## src/rtl/dxlc_pkg.sv

```systemverilog
// Package for the DSX-1 port loopback control block.
// Assumes a single 100 MHz clock domain and a plain register port.
package dxlc_pkg;

  // Register offsets (byte addresses, one word each)
  localparam logic [7:0] DXLC_REG_CTRL = 8'h00;
  localparam logic [7:0] DXLC_REG_STAT = 8'h04;
  localparam logic [7:0] DXLC_REG_IRQ = 8'h08;
  localparam logic [7:0] DXLC_REG_MASK = 8'h0C;
  localparam logic [7:0] DXLC_REG_XC = 8'h10;

  // Control field positions
  localparam int DXLC_CTRL_LBMODE_LSB = 0;
  localparam int DXLC_CTRL_IFEN = 2;
  localparam int DXLC_CTRL_ESF = 3;
  localparam int DXLC_CTRL_B8ZS = 4;
  localparam int DXLC_CTRL_AOS = 5;

  // Status and event bit positions
  localparam int DXLC_EV_LB_ON = 0;
  localparam int DXLC_EV_LB_OFF = 1;
  localparam int DXLC_EV_FAIL = 2;
  localparam int DXLC_EV_W = 3;

  // Loopback pattern counters
  localparam int DXLC_V54_PAT_W = 7;
  localparam int DXLC_FT1_PAT_W = 10;
  localparam logic [DXLC_V54_PAT_W-1:0] DXLC_V54_SEED = 7'h7F;
  localparam int DXLC_DETECT_BITS = 2048;
  localparam int DXLC_ERR_LIMIT = 16;

  // Cross-connect map width (24 DS0 slots)
  localparam int DXLC_SLOTS = 24;

  typedef enum logic [1:0] {
    DXLC_LB_IGNORE,
    DXLC_LB_V54,
    DXLC_LB_FT1,
    DXLC_LB_EITHER
  } dxlc_lbmode_t;

  typedef struct packed {
    logic [DXLC_SLOTS-1:0] xc_map;
    dxlc_lbmode_t lb_mode;
    logic if_en;
    logic esf;
    logic b8zs;
    logic aos_en;
  } dxlc_cfg_t;

  // Control reset: ignore, disabled, ESF, B8ZS, substitution on
  localparam dxlc_cfg_t DXLC_CFG_RST = '{
    xc_map: '0, lb_mode: DXLC_LB_IGNORE, if_en: 1'b0,
    esf: 1'b1, b8zs: 1'b1, aos_en: 1'b1};

  typedef struct packed {
    logic act;
    logic rel;
  } dxlc_det_t;

endpackage : dxlc_pkg

```

## src/rtl/dxlc_pat_det.sv

```systemverilog
// Pattern detector for in-band loopback actuate and release codes.
// Assumes one received data bit per valid strobe, same clock.
`timescale 1ns/10ps
`default_nettype none
module dxlc_pat_det
  import dxlc_pkg::*;
#(
  parameter int LEN = 10,
  parameter logic [LEN-1:0] ACT_PAT = '0,
  parameter logic [LEN-1:0] REL_PAT = '0,
  parameter int WIN = DXLC_DETECT_BITS
) (
  // Clock and reset
  input wire logic mclk,
  input wire logic rst,
  // Bit stream
  input wire logic bit_vld,
  input wire logic bit_in,
  // Detections, one-cycle pulses
  output dxlc_det_t det
);

  typedef struct packed {
    logic [LEN-1:0] shreg;
    logic [11:0] act_cnt;
    logic [11:0] rel_cnt;
    dxlc_det_t det;
  } dxlc_pd_st_t;

  dxlc_pd_st_t st, next_st;
  logic [LEN-1:0] sh_new;

  // Count bits matching a repeating pattern; hit after WIN bits
  always_comb begin
    next_st = st;
    sh_new = {st.shreg[LEN-2:0], bit_in};
    next_st.det = '0;
    if (bit_vld) begin
      next_st.shreg = sh_new;
      if (sh_new == ACT_PAT) begin
        next_st.act_cnt = st.act_cnt + 12'(LEN);
      end else if (st.shreg[LEN-1] != bit_in) begin
        next_st.act_cnt = '0;
      end
      if (sh_new == REL_PAT) begin
        next_st.rel_cnt = st.rel_cnt + 12'(LEN);
      end else if (st.shreg[LEN-1] != bit_in) begin
        next_st.rel_cnt = '0;
      end
      if (st.act_cnt >= 12'(WIN)) begin
        next_st.det.act = 1'b1;
        next_st.act_cnt = '0;
      end
      if (st.rel_cnt >= 12'(WIN)) begin
        next_st.det.rel = 1'b1;
        next_st.rel_cnt = '0;
      end
    end
  end

  always_ff @(posedge mclk or posedge rst) begin
    if (rst) begin
      st <= '0;
    end else begin
      st <= next_st;
    end
  end

  assign det = st.det;

endmodule : dxlc_pat_det
`default_nettype wire

```

## src/rtl/dxlc_top.sv

```systemverilog
// DSX-1 port loopback control: config registers, loopback detection,
// failure substitution and data steering.
// Line status inputs pass through two-flop synchronisers onto mclk.
//
// Our own choices: strobed register access and the placing of the registers.
`timescale 1ns/10ps
`default_nettype none
module dxlc_top
  import dxlc_pkg::*;
(
  // Clock and reset
  input wire logic mclk,
  input wire logic rst,
  // Register port
  input wire logic [7:0] addr,
  input wire logic [31:0] wdata,
  input wire logic wr,
  input wire logic rd,
  output logic [31:0] rdata,
  // DSX-1 line status
  input wire logic loss_of_signal,
  input wire logic alarm_indication_signal,
  input wire logic out_of_frame,
  // Network receive stream and port permission
  input wire logic net_vld,
  input wire logic net_bit,
  input wire logic [4:0] net_slot,
  input wire logic lb_permit,
  // DSX-1 receive stream
  input wire logic dsx_bit,
  // Outputs toward network and DSX-1
  output logic net_tx_bit,
  output logic net_tx_vld,
  output logic dsx_tx_bit,
  output logic data_channel_loopback,
  output logic esf_mode,
  output logic b8zs_mode,
  output logic alarm,
  output logic led,
  output logic irq
);

  ////////////////////////////////////////////////////////////////////
  // State

  typedef struct packed {
    dxlc_cfg_t cfg;
    logic lb;
    logic [DXLC_EV_W-1:0] evt;
    logic [DXLC_EV_W-1:0] mask;
    logic fail_d;
    logic [31:0] rdata;
    logic net_tx_bit;
    logic net_tx_vld;
    logic dsx_tx_bit;
    logic alarm;
    logic led;
    logic irq;
  } dxlc_st_t;

  dxlc_st_t st, next_st;
  dxlc_det_t v54_det, ft1_det;
  logic [1:0] lsync_a, lsync_b, lsync_c;
  logic line_fail, act_hit, rel_hit, slot_on;
  logic [DXLC_EV_W-1:0] ev_set;

  ////////////////////////////////////////////////////////////////////
  // Pattern detectors

  // V.54 style: repeating 7-bit actuate / release codes
  dxlc_pat_det #(
    .LEN(DXLC_V54_PAT_W),
    .ACT_PAT(7'h3C),
    .REL_PAT(7'h43),
    .WIN(DXLC_DETECT_BITS)
  ) u_v54 (
    .mclk(mclk),
    .rst(rst),
    .bit_vld(net_vld),
    .bit_in(net_bit),
    .det(v54_det)
  );

  // Fractional T1 in-band: repeating 10-bit codes
  dxlc_pat_det #(
    .LEN(DXLC_FT1_PAT_W),
    .ACT_PAT(10'h0D2),
    .REL_PAT(10'h0A4),
    .WIN(DXLC_DETECT_BITS)
  ) u_ft1 (
    .mclk(mclk),
    .rst(rst),
    .bit_vld(net_vld),
    .bit_in(net_bit),
    .det(ft1_det)
  );

  ////////////////////////////////////////////////////////////////////
  // Line status synchronisers; only the second stage is read by logic

  always_ff @(posedge mclk or posedge rst) begin
    if (rst) begin
      lsync_a <= '0;
      lsync_b <= '0;
      lsync_c <= '0;
    end else begin
      lsync_a <= {lsync_a[0], loss_of_signal};
      lsync_b <= {lsync_b[0], alarm_indication_signal};
      lsync_c <= {lsync_c[0], out_of_frame};
    end
  end

  // Failure only counts while the interface is enabled
  assign line_fail = st.cfg.if_en &
                     (lsync_a[1] | lsync_b[1] | lsync_c[1]);

  ////////////////////////////////////////////////////////////////////
  // Mode selection of detections

  always_comb begin
    act_hit = 1'b0;
    rel_hit = 1'b0;
    unique case (st.cfg.lb_mode)
      DXLC_LB_IGNORE: begin
        act_hit = 1'b0;
        rel_hit = 1'b0;
      end
      DXLC_LB_V54: begin
        act_hit = v54_det.act;
        rel_hit = v54_det.rel;
      end
      DXLC_LB_FT1: begin
        act_hit = ft1_det.act;
        rel_hit = ft1_det.rel;
      end
      DXLC_LB_EITHER: begin
        act_hit = v54_det.act | ft1_det.act;
        rel_hit = v54_det.rel | ft1_det.rel;
      end
    endcase
  end

  assign slot_on = st.cfg.xc_map[net_slot];

  ////////////////////////////////////////////////////////////////////
  // Next state

  always_comb begin
    next_st = st;
    ev_set = '0;
    // Loopback start needs permission; release always honoured
    if (act_hit && lb_permit && !st.lb) begin
      next_st.lb = 1'b1;
      ev_set[DXLC_EV_LB_ON] = 1'b1;
    end else if (rel_hit && st.lb) begin
      next_st.lb = 1'b0;
      ev_set[DXLC_EV_LB_OFF] = 1'b1;
    end
    next_st.fail_d = line_fail;
    if (line_fail && !st.fail_d) begin
      ev_set[DXLC_EV_FAIL] = 1'b1;
    end
    // Register writes; write-one-to-clear, set wins
    next_st.evt = st.evt;
    if (wr) begin
      unique case (addr)
        DXLC_REG_CTRL: begin
          next_st.cfg.lb_mode = dxlc_lbmode_t'(wdata[1:0]);
          next_st.cfg.if_en = wdata[DXLC_CTRL_IFEN];
          next_st.cfg.esf = wdata[DXLC_CTRL_ESF];
          next_st.cfg.b8zs = wdata[DXLC_CTRL_B8ZS];
          next_st.cfg.aos_en = wdata[DXLC_CTRL_AOS];
        end
        DXLC_REG_IRQ: begin
          next_st.evt = st.evt & ~wdata[DXLC_EV_W-1:0];
        end
        DXLC_REG_MASK: begin
          next_st.mask = wdata[DXLC_EV_W-1:0];
        end
        DXLC_REG_XC: begin
          next_st.cfg.xc_map = wdata[DXLC_SLOTS-1:0];
        end
        default: begin
        end
      endcase
    end
    // Disabled interface drops all cross-connects and the loopback
    if (!next_st.cfg.if_en) begin
      next_st.cfg.xc_map = '0;
      next_st.lb = 1'b0;
    end
    // Alarm events suppressed while disabled
    next_st.evt = next_st.evt | (ev_set & {DXLC_EV_W{st.cfg.if_en}});
    // Read data in the cycle after the strobe
    next_st.rdata = '0;
    if (rd) begin
      unique case (addr)
        DXLC_REG_CTRL: begin
          next_st.rdata[1:0] = st.cfg.lb_mode;
          next_st.rdata[DXLC_CTRL_IFEN] = st.cfg.if_en;
          next_st.rdata[DXLC_CTRL_ESF] = st.cfg.esf;
          next_st.rdata[DXLC_CTRL_B8ZS] = st.cfg.b8zs;
          next_st.rdata[DXLC_CTRL_AOS] = st.cfg.aos_en;
        end
        DXLC_REG_STAT: begin
          next_st.rdata[0] = st.lb;
          next_st.rdata[1] = line_fail;
          next_st.rdata[2] = st.fail_d;
        end
        DXLC_REG_IRQ: begin
          next_st.rdata[DXLC_EV_W-1:0] = st.evt;
        end
        DXLC_REG_MASK: begin
          next_st.rdata[DXLC_EV_W-1:0] = st.mask;
        end
        DXLC_REG_XC: begin
          next_st.rdata[DXLC_SLOTS-1:0] = st.cfg.xc_map;
        end
        default: begin
        end
      endcase
    end
    // Data toward the network on cross-connected slots
    next_st.net_tx_vld = net_vld & slot_on;
    if (st.lb) begin
      next_st.net_tx_bit = net_bit;
    end else if (st.cfg.aos_en && line_fail) begin
      next_st.net_tx_bit = 1'b1;
    end else begin
      next_st.net_tx_bit = dsx_bit;
    end
    next_st.dsx_tx_bit = st.lb ? 1'b1 : net_bit;
    // Indicators held off while disabled
    next_st.alarm = line_fail;
    next_st.led = st.cfg.if_en & ~line_fail;
    next_st.irq = |(next_st.evt & next_st.mask);
  end

  ////////////////////////////////////////////////////////////////////
  // State register

  always_ff @(posedge mclk or posedge rst) begin
    if (rst) begin
      st <= '{cfg: DXLC_CFG_RST, default: '0};
    end else begin
      st <= next_st;
    end
  end

  // All outputs straight from flops
  assign rdata = st.rdata;
  assign net_tx_bit = st.net_tx_bit;
  assign net_tx_vld = st.net_tx_vld;
  assign dsx_tx_bit = st.dsx_tx_bit;
  assign data_channel_loopback = st.lb;
  assign esf_mode = st.cfg.esf;
  assign b8zs_mode = st.cfg.b8zs;
  assign alarm = st.alarm;
  assign led = st.led;
  assign irq = st.irq;

  ////////////////////////////////////////////////////////////////////
  // Assertions

  a_ignore_no_lb: assert property (@(posedge mclk) disable iff (rst)
    (st.cfg.lb_mode == DXLC_LB_IGNORE && !st.lb) |=> !st.lb)
    else $error("loopback started in ignore mode");

  a_act_starts_lb: assert property (@(posedge mclk) disable iff (rst)
    (act_hit && lb_permit && st.cfg.if_en && !wr) |=> st.lb)
    else $error("actuate did not start loopback");

  a_v54_only: assert property (@(posedge mclk) disable iff (rst)
    (st.cfg.lb_mode == DXLC_LB_V54 && ft1_det.act && !v54_det.act &&
     !st.lb) |=> !st.lb)
    else $error("FT1 pattern accepted in V.54 mode");

  a_ft1_only: assert property (@(posedge mclk) disable iff (rst)
    (st.cfg.lb_mode == DXLC_LB_FT1 && v54_det.act && !ft1_det.act &&
     !st.lb) |=> !st.lb)
    else $error("V.54 pattern accepted in FT1 mode");

  a_either_mode: assert property (@(posedge mclk) disable iff (rst)
    (st.cfg.lb_mode == DXLC_LB_EITHER && st.lb && !wr &&
     (v54_det.rel || ft1_det.rel)) |=> !st.lb)
    else $error("release ignored in either mode");

  a_disable_clear: assert property (@(posedge mclk) disable iff (rst)
    !st.cfg.if_en |-> (st.cfg.xc_map == '0 && !st.lb))
    else $error("disabled interface kept connections");

  a_led_off: assert property (@(posedge mclk) disable iff (rst)
    (!st.cfg.if_en && $past(!st.cfg.if_en)) |-> (!led && !alarm))
    else $error("indicator on while disabled");

  a_all_ones: assert property (@(posedge mclk) disable iff (rst)
    (st.cfg.aos_en && line_fail && !st.lb && !wr) |=> net_tx_bit)
    else $error("all ones not sent on failure");

  a_pass_thru: assert property (@(posedge mclk) disable iff (rst)
    (!st.cfg.aos_en && !st.lb) |=> net_tx_bit == $past(dsx_bit))
    else $error("data changed with substitution off");

  a_loop_back: assert property (@(posedge mclk) disable iff (rst)
    st.lb |=> net_tx_bit == $past(net_bit))
    else $error("loopback did not return network data");

endmodule : dxlc_top
`default_nettype wire

```

## config.mk

```make
export PLATFORM = sky130hd
export DESIGN_NAME = dxlc_top
export DESIGN_NICKNAME = d
export VERILOG_FILES = /design/src/rtl/dxlc_pkg.sv /design/src/rtl/dxlc_pat_det.sv /design/src/rtl/dxlc_top.sv
export SDC_FILE = /design/constraint.sdc
export NUM_CORES = 1
export LEC_CHECK = 0
export BUFFER_PORTS_ARGS = -buffer_cell sky130_fd_sc_hd__buf_2
export CORE_UTILIZATION = 60
export CTS_CLUSTER_SIZE = 24
export DETAILED_ROUTE_END_ITERATION = 6
export PLACE_DENSITY = 0.93
export SLEW_MARGIN = 10
export SYNTH_ARGS = -nofsm -noshare
export SYNTH_HDL_FRONTEND = slang
export SYNTH_SLANG_ARGS = --single-unit
```

## constraint.sdc

```tcl
create_clock -name mclk -period 11.6 [get_ports mclk]
set_input_delay 0.58 -clock mclk [delete_from_list [all_inputs] [get_ports mclk]]
set_output_delay 0.58 -clock mclk [all_outputs]
set_load 0.01 [all_outputs]
```

==> reports/qor.txt <==
status = completed
Final Hold Fails = 0
R2R depth = 5
Util after Layout = 70.03%
Die Span Y = 104.8 um
CTS tree = done
clk slew on worst S/H paths = 60 ps
die area = 10,980 um2
WS Path Type = flip-flop to flip-flop
clk_lat worst skew = 520 ps
Crit. path cell count = 5
DPL Wire Length = 9.436 mm
RSZ-0062 raised after global routing = false
Area Overhead vs Synth = 13.54%
fillers = 711
vias post-DR = 4,826
footprint of the multi-input gates = 2639 um2
final slew viol count = 0
first-pass GRT wire length = 23.72 mm
f_max = 386.1 MHz
flip-flop and latch area = 3332 um2
initial antenna violation count = 0
FF+latch count, synth = 133
crit path time final = 2590 ps
Clock Skew = 7.375 ps
post-CTS setup buffers = 0
Placeable Area = 10,280 um2
FF-to-FF End = u_v54.st[24]
Power Internal = 833.9 uW
MaxCap Viol Count = 0
clk root buf = clkbuf_8
Bufs on Longest Clock Path = 2
final setup violating endpoints = 0
Post-DRT Antenna Nets = 0
post-DR vias/cell = 6.124
Synth Instances = 585
Yosys Warn Count = 0
EDFF count, synth = 0
CP Cell Sequence = nand4bb_1 -> nor4_1 -> nand2_1 -> o41ai_1 -> a21o_1
crit path capture = u_v54.st[24]
Layout Nets = 699
post-synthesis cell type count = 60
Peak VDD IR = 101.0 uV
Worst Path Required = 12,060 ps
Post-Syn Area = 6339 um2
Pwr Density = 154.4 nW/um2
Worst Hold Class = input pin to asynchronous set/reset pin
std cell rows = 37
combinational power share = 8.8%
DR WL/cell = 18.19 um
Routed WL = 14.33 mm
R2R Setup Slk = 9010 ps
initial DRC count = 343
first-pass iteration count of the detailed router = 5
gr usage total = 27.69%
Post-CTS Hold Fix Bufs = 0
grt ovf = 0
H-tree depth = 4
startpoint types = flip-flop
CP max stage delay = 920 ps
worst r2r src = u_ft1.sh_new[6]
worst slew pin tran = 1021 ps
I/O Buffers = 80
ANT cells = 0
Switch Pwr = 277.0 uW
Worst EP arrival = 3050 ps
Setup crit start = u_ft1.sh_new[6]
Seq pwr share = 44.9%
Pleak = 3.398 nW
layout cells sized above 1 = 23.01%
worst path bufs/invs = 0
CTS resizes = 0
Max-slew headroom = 31.29%
Setup crit end kind = flip-flop
die width = 104.8 um
Final Cycle Share = 22.33%
DRC = 0
gp weighted congestion = 0.8422
Max stage delay cell, worst path = nor4_1
clk sinks = 133
Switching Fraction = 24.93%
average cell area after synthesis = 10.84 um2
Synth async-reset ratio = 100.0%
main flop type after synthesis = dfrtp_1
number of global-route vias before repair = 4,944
setup TNS = 0 ps
Clock power frac = 46.2%
Seq/Total Area, Yosys = 52.57%
total CTS buffers = 17
Top Family by Delay on Critical Path = simple AND/OR/NAND/NOR gates
Initial Util = 61.68%
Max Fanout on Critical Path = 6
largest net degree at the start of global routing = 83
I/O Pins = 97
registers in the layout, indices dropped and copies added, names as in the netlist, 2 cells and up:
signal / cells
st: 34
lsync_a: 2
u_v54.det: 2
lsync_c: 2
u_v54.st: 24
u_ft1.sh_new: 9
u_ft1.st: 23
lsync_b: 2
u_ft1.det: 2
rdata: 24
cell type report:
cell class,instances,area share [%]
sequential,133,46.30
multi-input combinational,389,36.67
clock buffer,21,6.241
timing repair buffer,83,5.876
tap,136,2.364
clock inverter,11,1.739
inverter,15,0.8171
cell usage in the layout (no fill, tap or decap), drive strengths merged, types with 6 or more instances in the layout:
master and n:
a21o 9, a21oi 16, and2 22, and3 16, buf 83, clkbuf 21
conb 8, dfrtp 130, inv 16, mux2 17, mux2i 35, mux4 6
nand2 38, nand3 18, nand3b 6, nor2 50, nor3 14, o211ai 7
o21ai 29, o2bb2ai 7, o31ai 10, or2 6, or4 7, xor2 6
cells in the mapped netlist, types with 4 or more instances:
| library cell | count | area share (%) |
|---|---|---|
| a211o_1 | 4 | 0.55 |
| a21o_1 | 9 | 1.1 |
| a21oi_1 | 16 | 1.3 |
| and2_1 | 22 | 2.2 |
| and3_1 | 16 | 1.6 |
| buf_4 | 35 | 4.1 |
| clkbuf_1 | 15 | 0.89 |
| dfrtp_1 | 130 | 51 |
| ha_1 | 4 | 0.79 |
| inv_1 | 14 | 0.83 |
| mux2_2 | 17 | 3.0 |
| mux2i_1 | 35 | 5.5 |
| mux4_2 | 6 | 2.1 |
| nand2_1 | 38 | 2.3 |
| nand2b_1 | 5 | 0.49 |
| nand3_1 | 18 | 1.4 |
| nand3b_1 | 6 | 0.71 |
| nor2_1 | 50 | 3.0 |
| nor3_1 | 14 | 1.1 |
| nor4b_1 | 4 | 0.55 |
| o211ai_1 | 7 | 0.83 |
| o21ai_0 | 28 | 2.2 |
| o2bb2ai_1 | 7 | 0.97 |
| o31ai_1 | 10 | 1.2 |
| or2_2 | 5 | 0.49 |
| or3_1 | 5 | 0.49 |
| or4_1 | 7 | 0.83 |
| xor2_1 | 6 | 0.83 |
metrics by stage:
| stage | setup WS [ps] | hold slack (ps) | area, um2 | instances | total power [mW] |
|---|---|---|---|---|---|
| 2_1_floorplan | 7471 | 331.2 | 6365 | 592 | 0.5713 |
| 3_3_place_gp | 8837 | 333.4 | 6623 | 756 | 0.5939 |
| 3_5_place_dp | 8768 | 342.7 | 6623 | 756 | 0.6021 |
| 4_1_cts | 8980 | 153.6 | 7197 | 788 | 1.117 |
| 5_1_grt | 8828 | 146.5 | 7197 | 788 | 1.151 |
| 6_report | 9010 | 155.4 | 7197 | 788 | 1.111 |
power groups by stage:
| stage | clock network, mW | logic [mW] | registers, mW |
|---|---|---|---|
| 6_report | 0.514 | 0.0981 | 0.499 |
| 5_1_grt | 0.542 | 0.108 | 0.501 |
| 4_1_cts | 0.520 | 0.0976 | 0.499 |
| 3_5_place_dp | 0 | 0.0956 | 0.507 |
| 3_3_place_gp | 0 | 0.0899 | 0.504 |
| 2_1_floorplan | 0 | 0.0694 | 0.502 |
how the worst min path moves through the flow:
stage / start / to / slack (ps)
4_1_cts: alarm_indication_signal / lsync_b[0] / 150
3_3_place_gp: lsync_b[0] / lsync_b[1] / 330
5_1_grt: loss_of_signal / lsync_a[0] / 150
6_report: rst / st[67] / 160
3_5_place_dp: lsync_c[0] / lsync_c[1] / 340
2_1_floorplan: lsync_a[0] / lsync_a[1] / 330
cells by family after synthesis:
logic type | synth area share [%]
flip-flops | 52.57
AND/OR/NAND/NOR | 17.84
adder cells (fa/ha/maj) | 0.7896
multiplexers | 10.68
XOR/XNOR | 0.8291
buffers and inverters | 6.277
other | 0.05916
AO/OA/AOI/OAI | 10.96
worst register-to-register path: stages, from the launching register on:
cell,delay (ps)
dfrtp_1,410
nand4bb_1,390
nor4_1,930
nand2_1,280
o41ai_1,410
a21o_1,120
per-layer routing:
layer | track usage (%) | part of all wire, % | vias to the layer above
li1 | - | - | 2172
met1 | 32.94 | 39 | 2437
met2 | 48.77 | 53 | 180
met3 | 7.174 | 5.2 | 37
met4 | 9.356 | 2.2 | 0
met5 | 0 | 0 | -
Note: power is estimated with default switching activity, not from simulation.
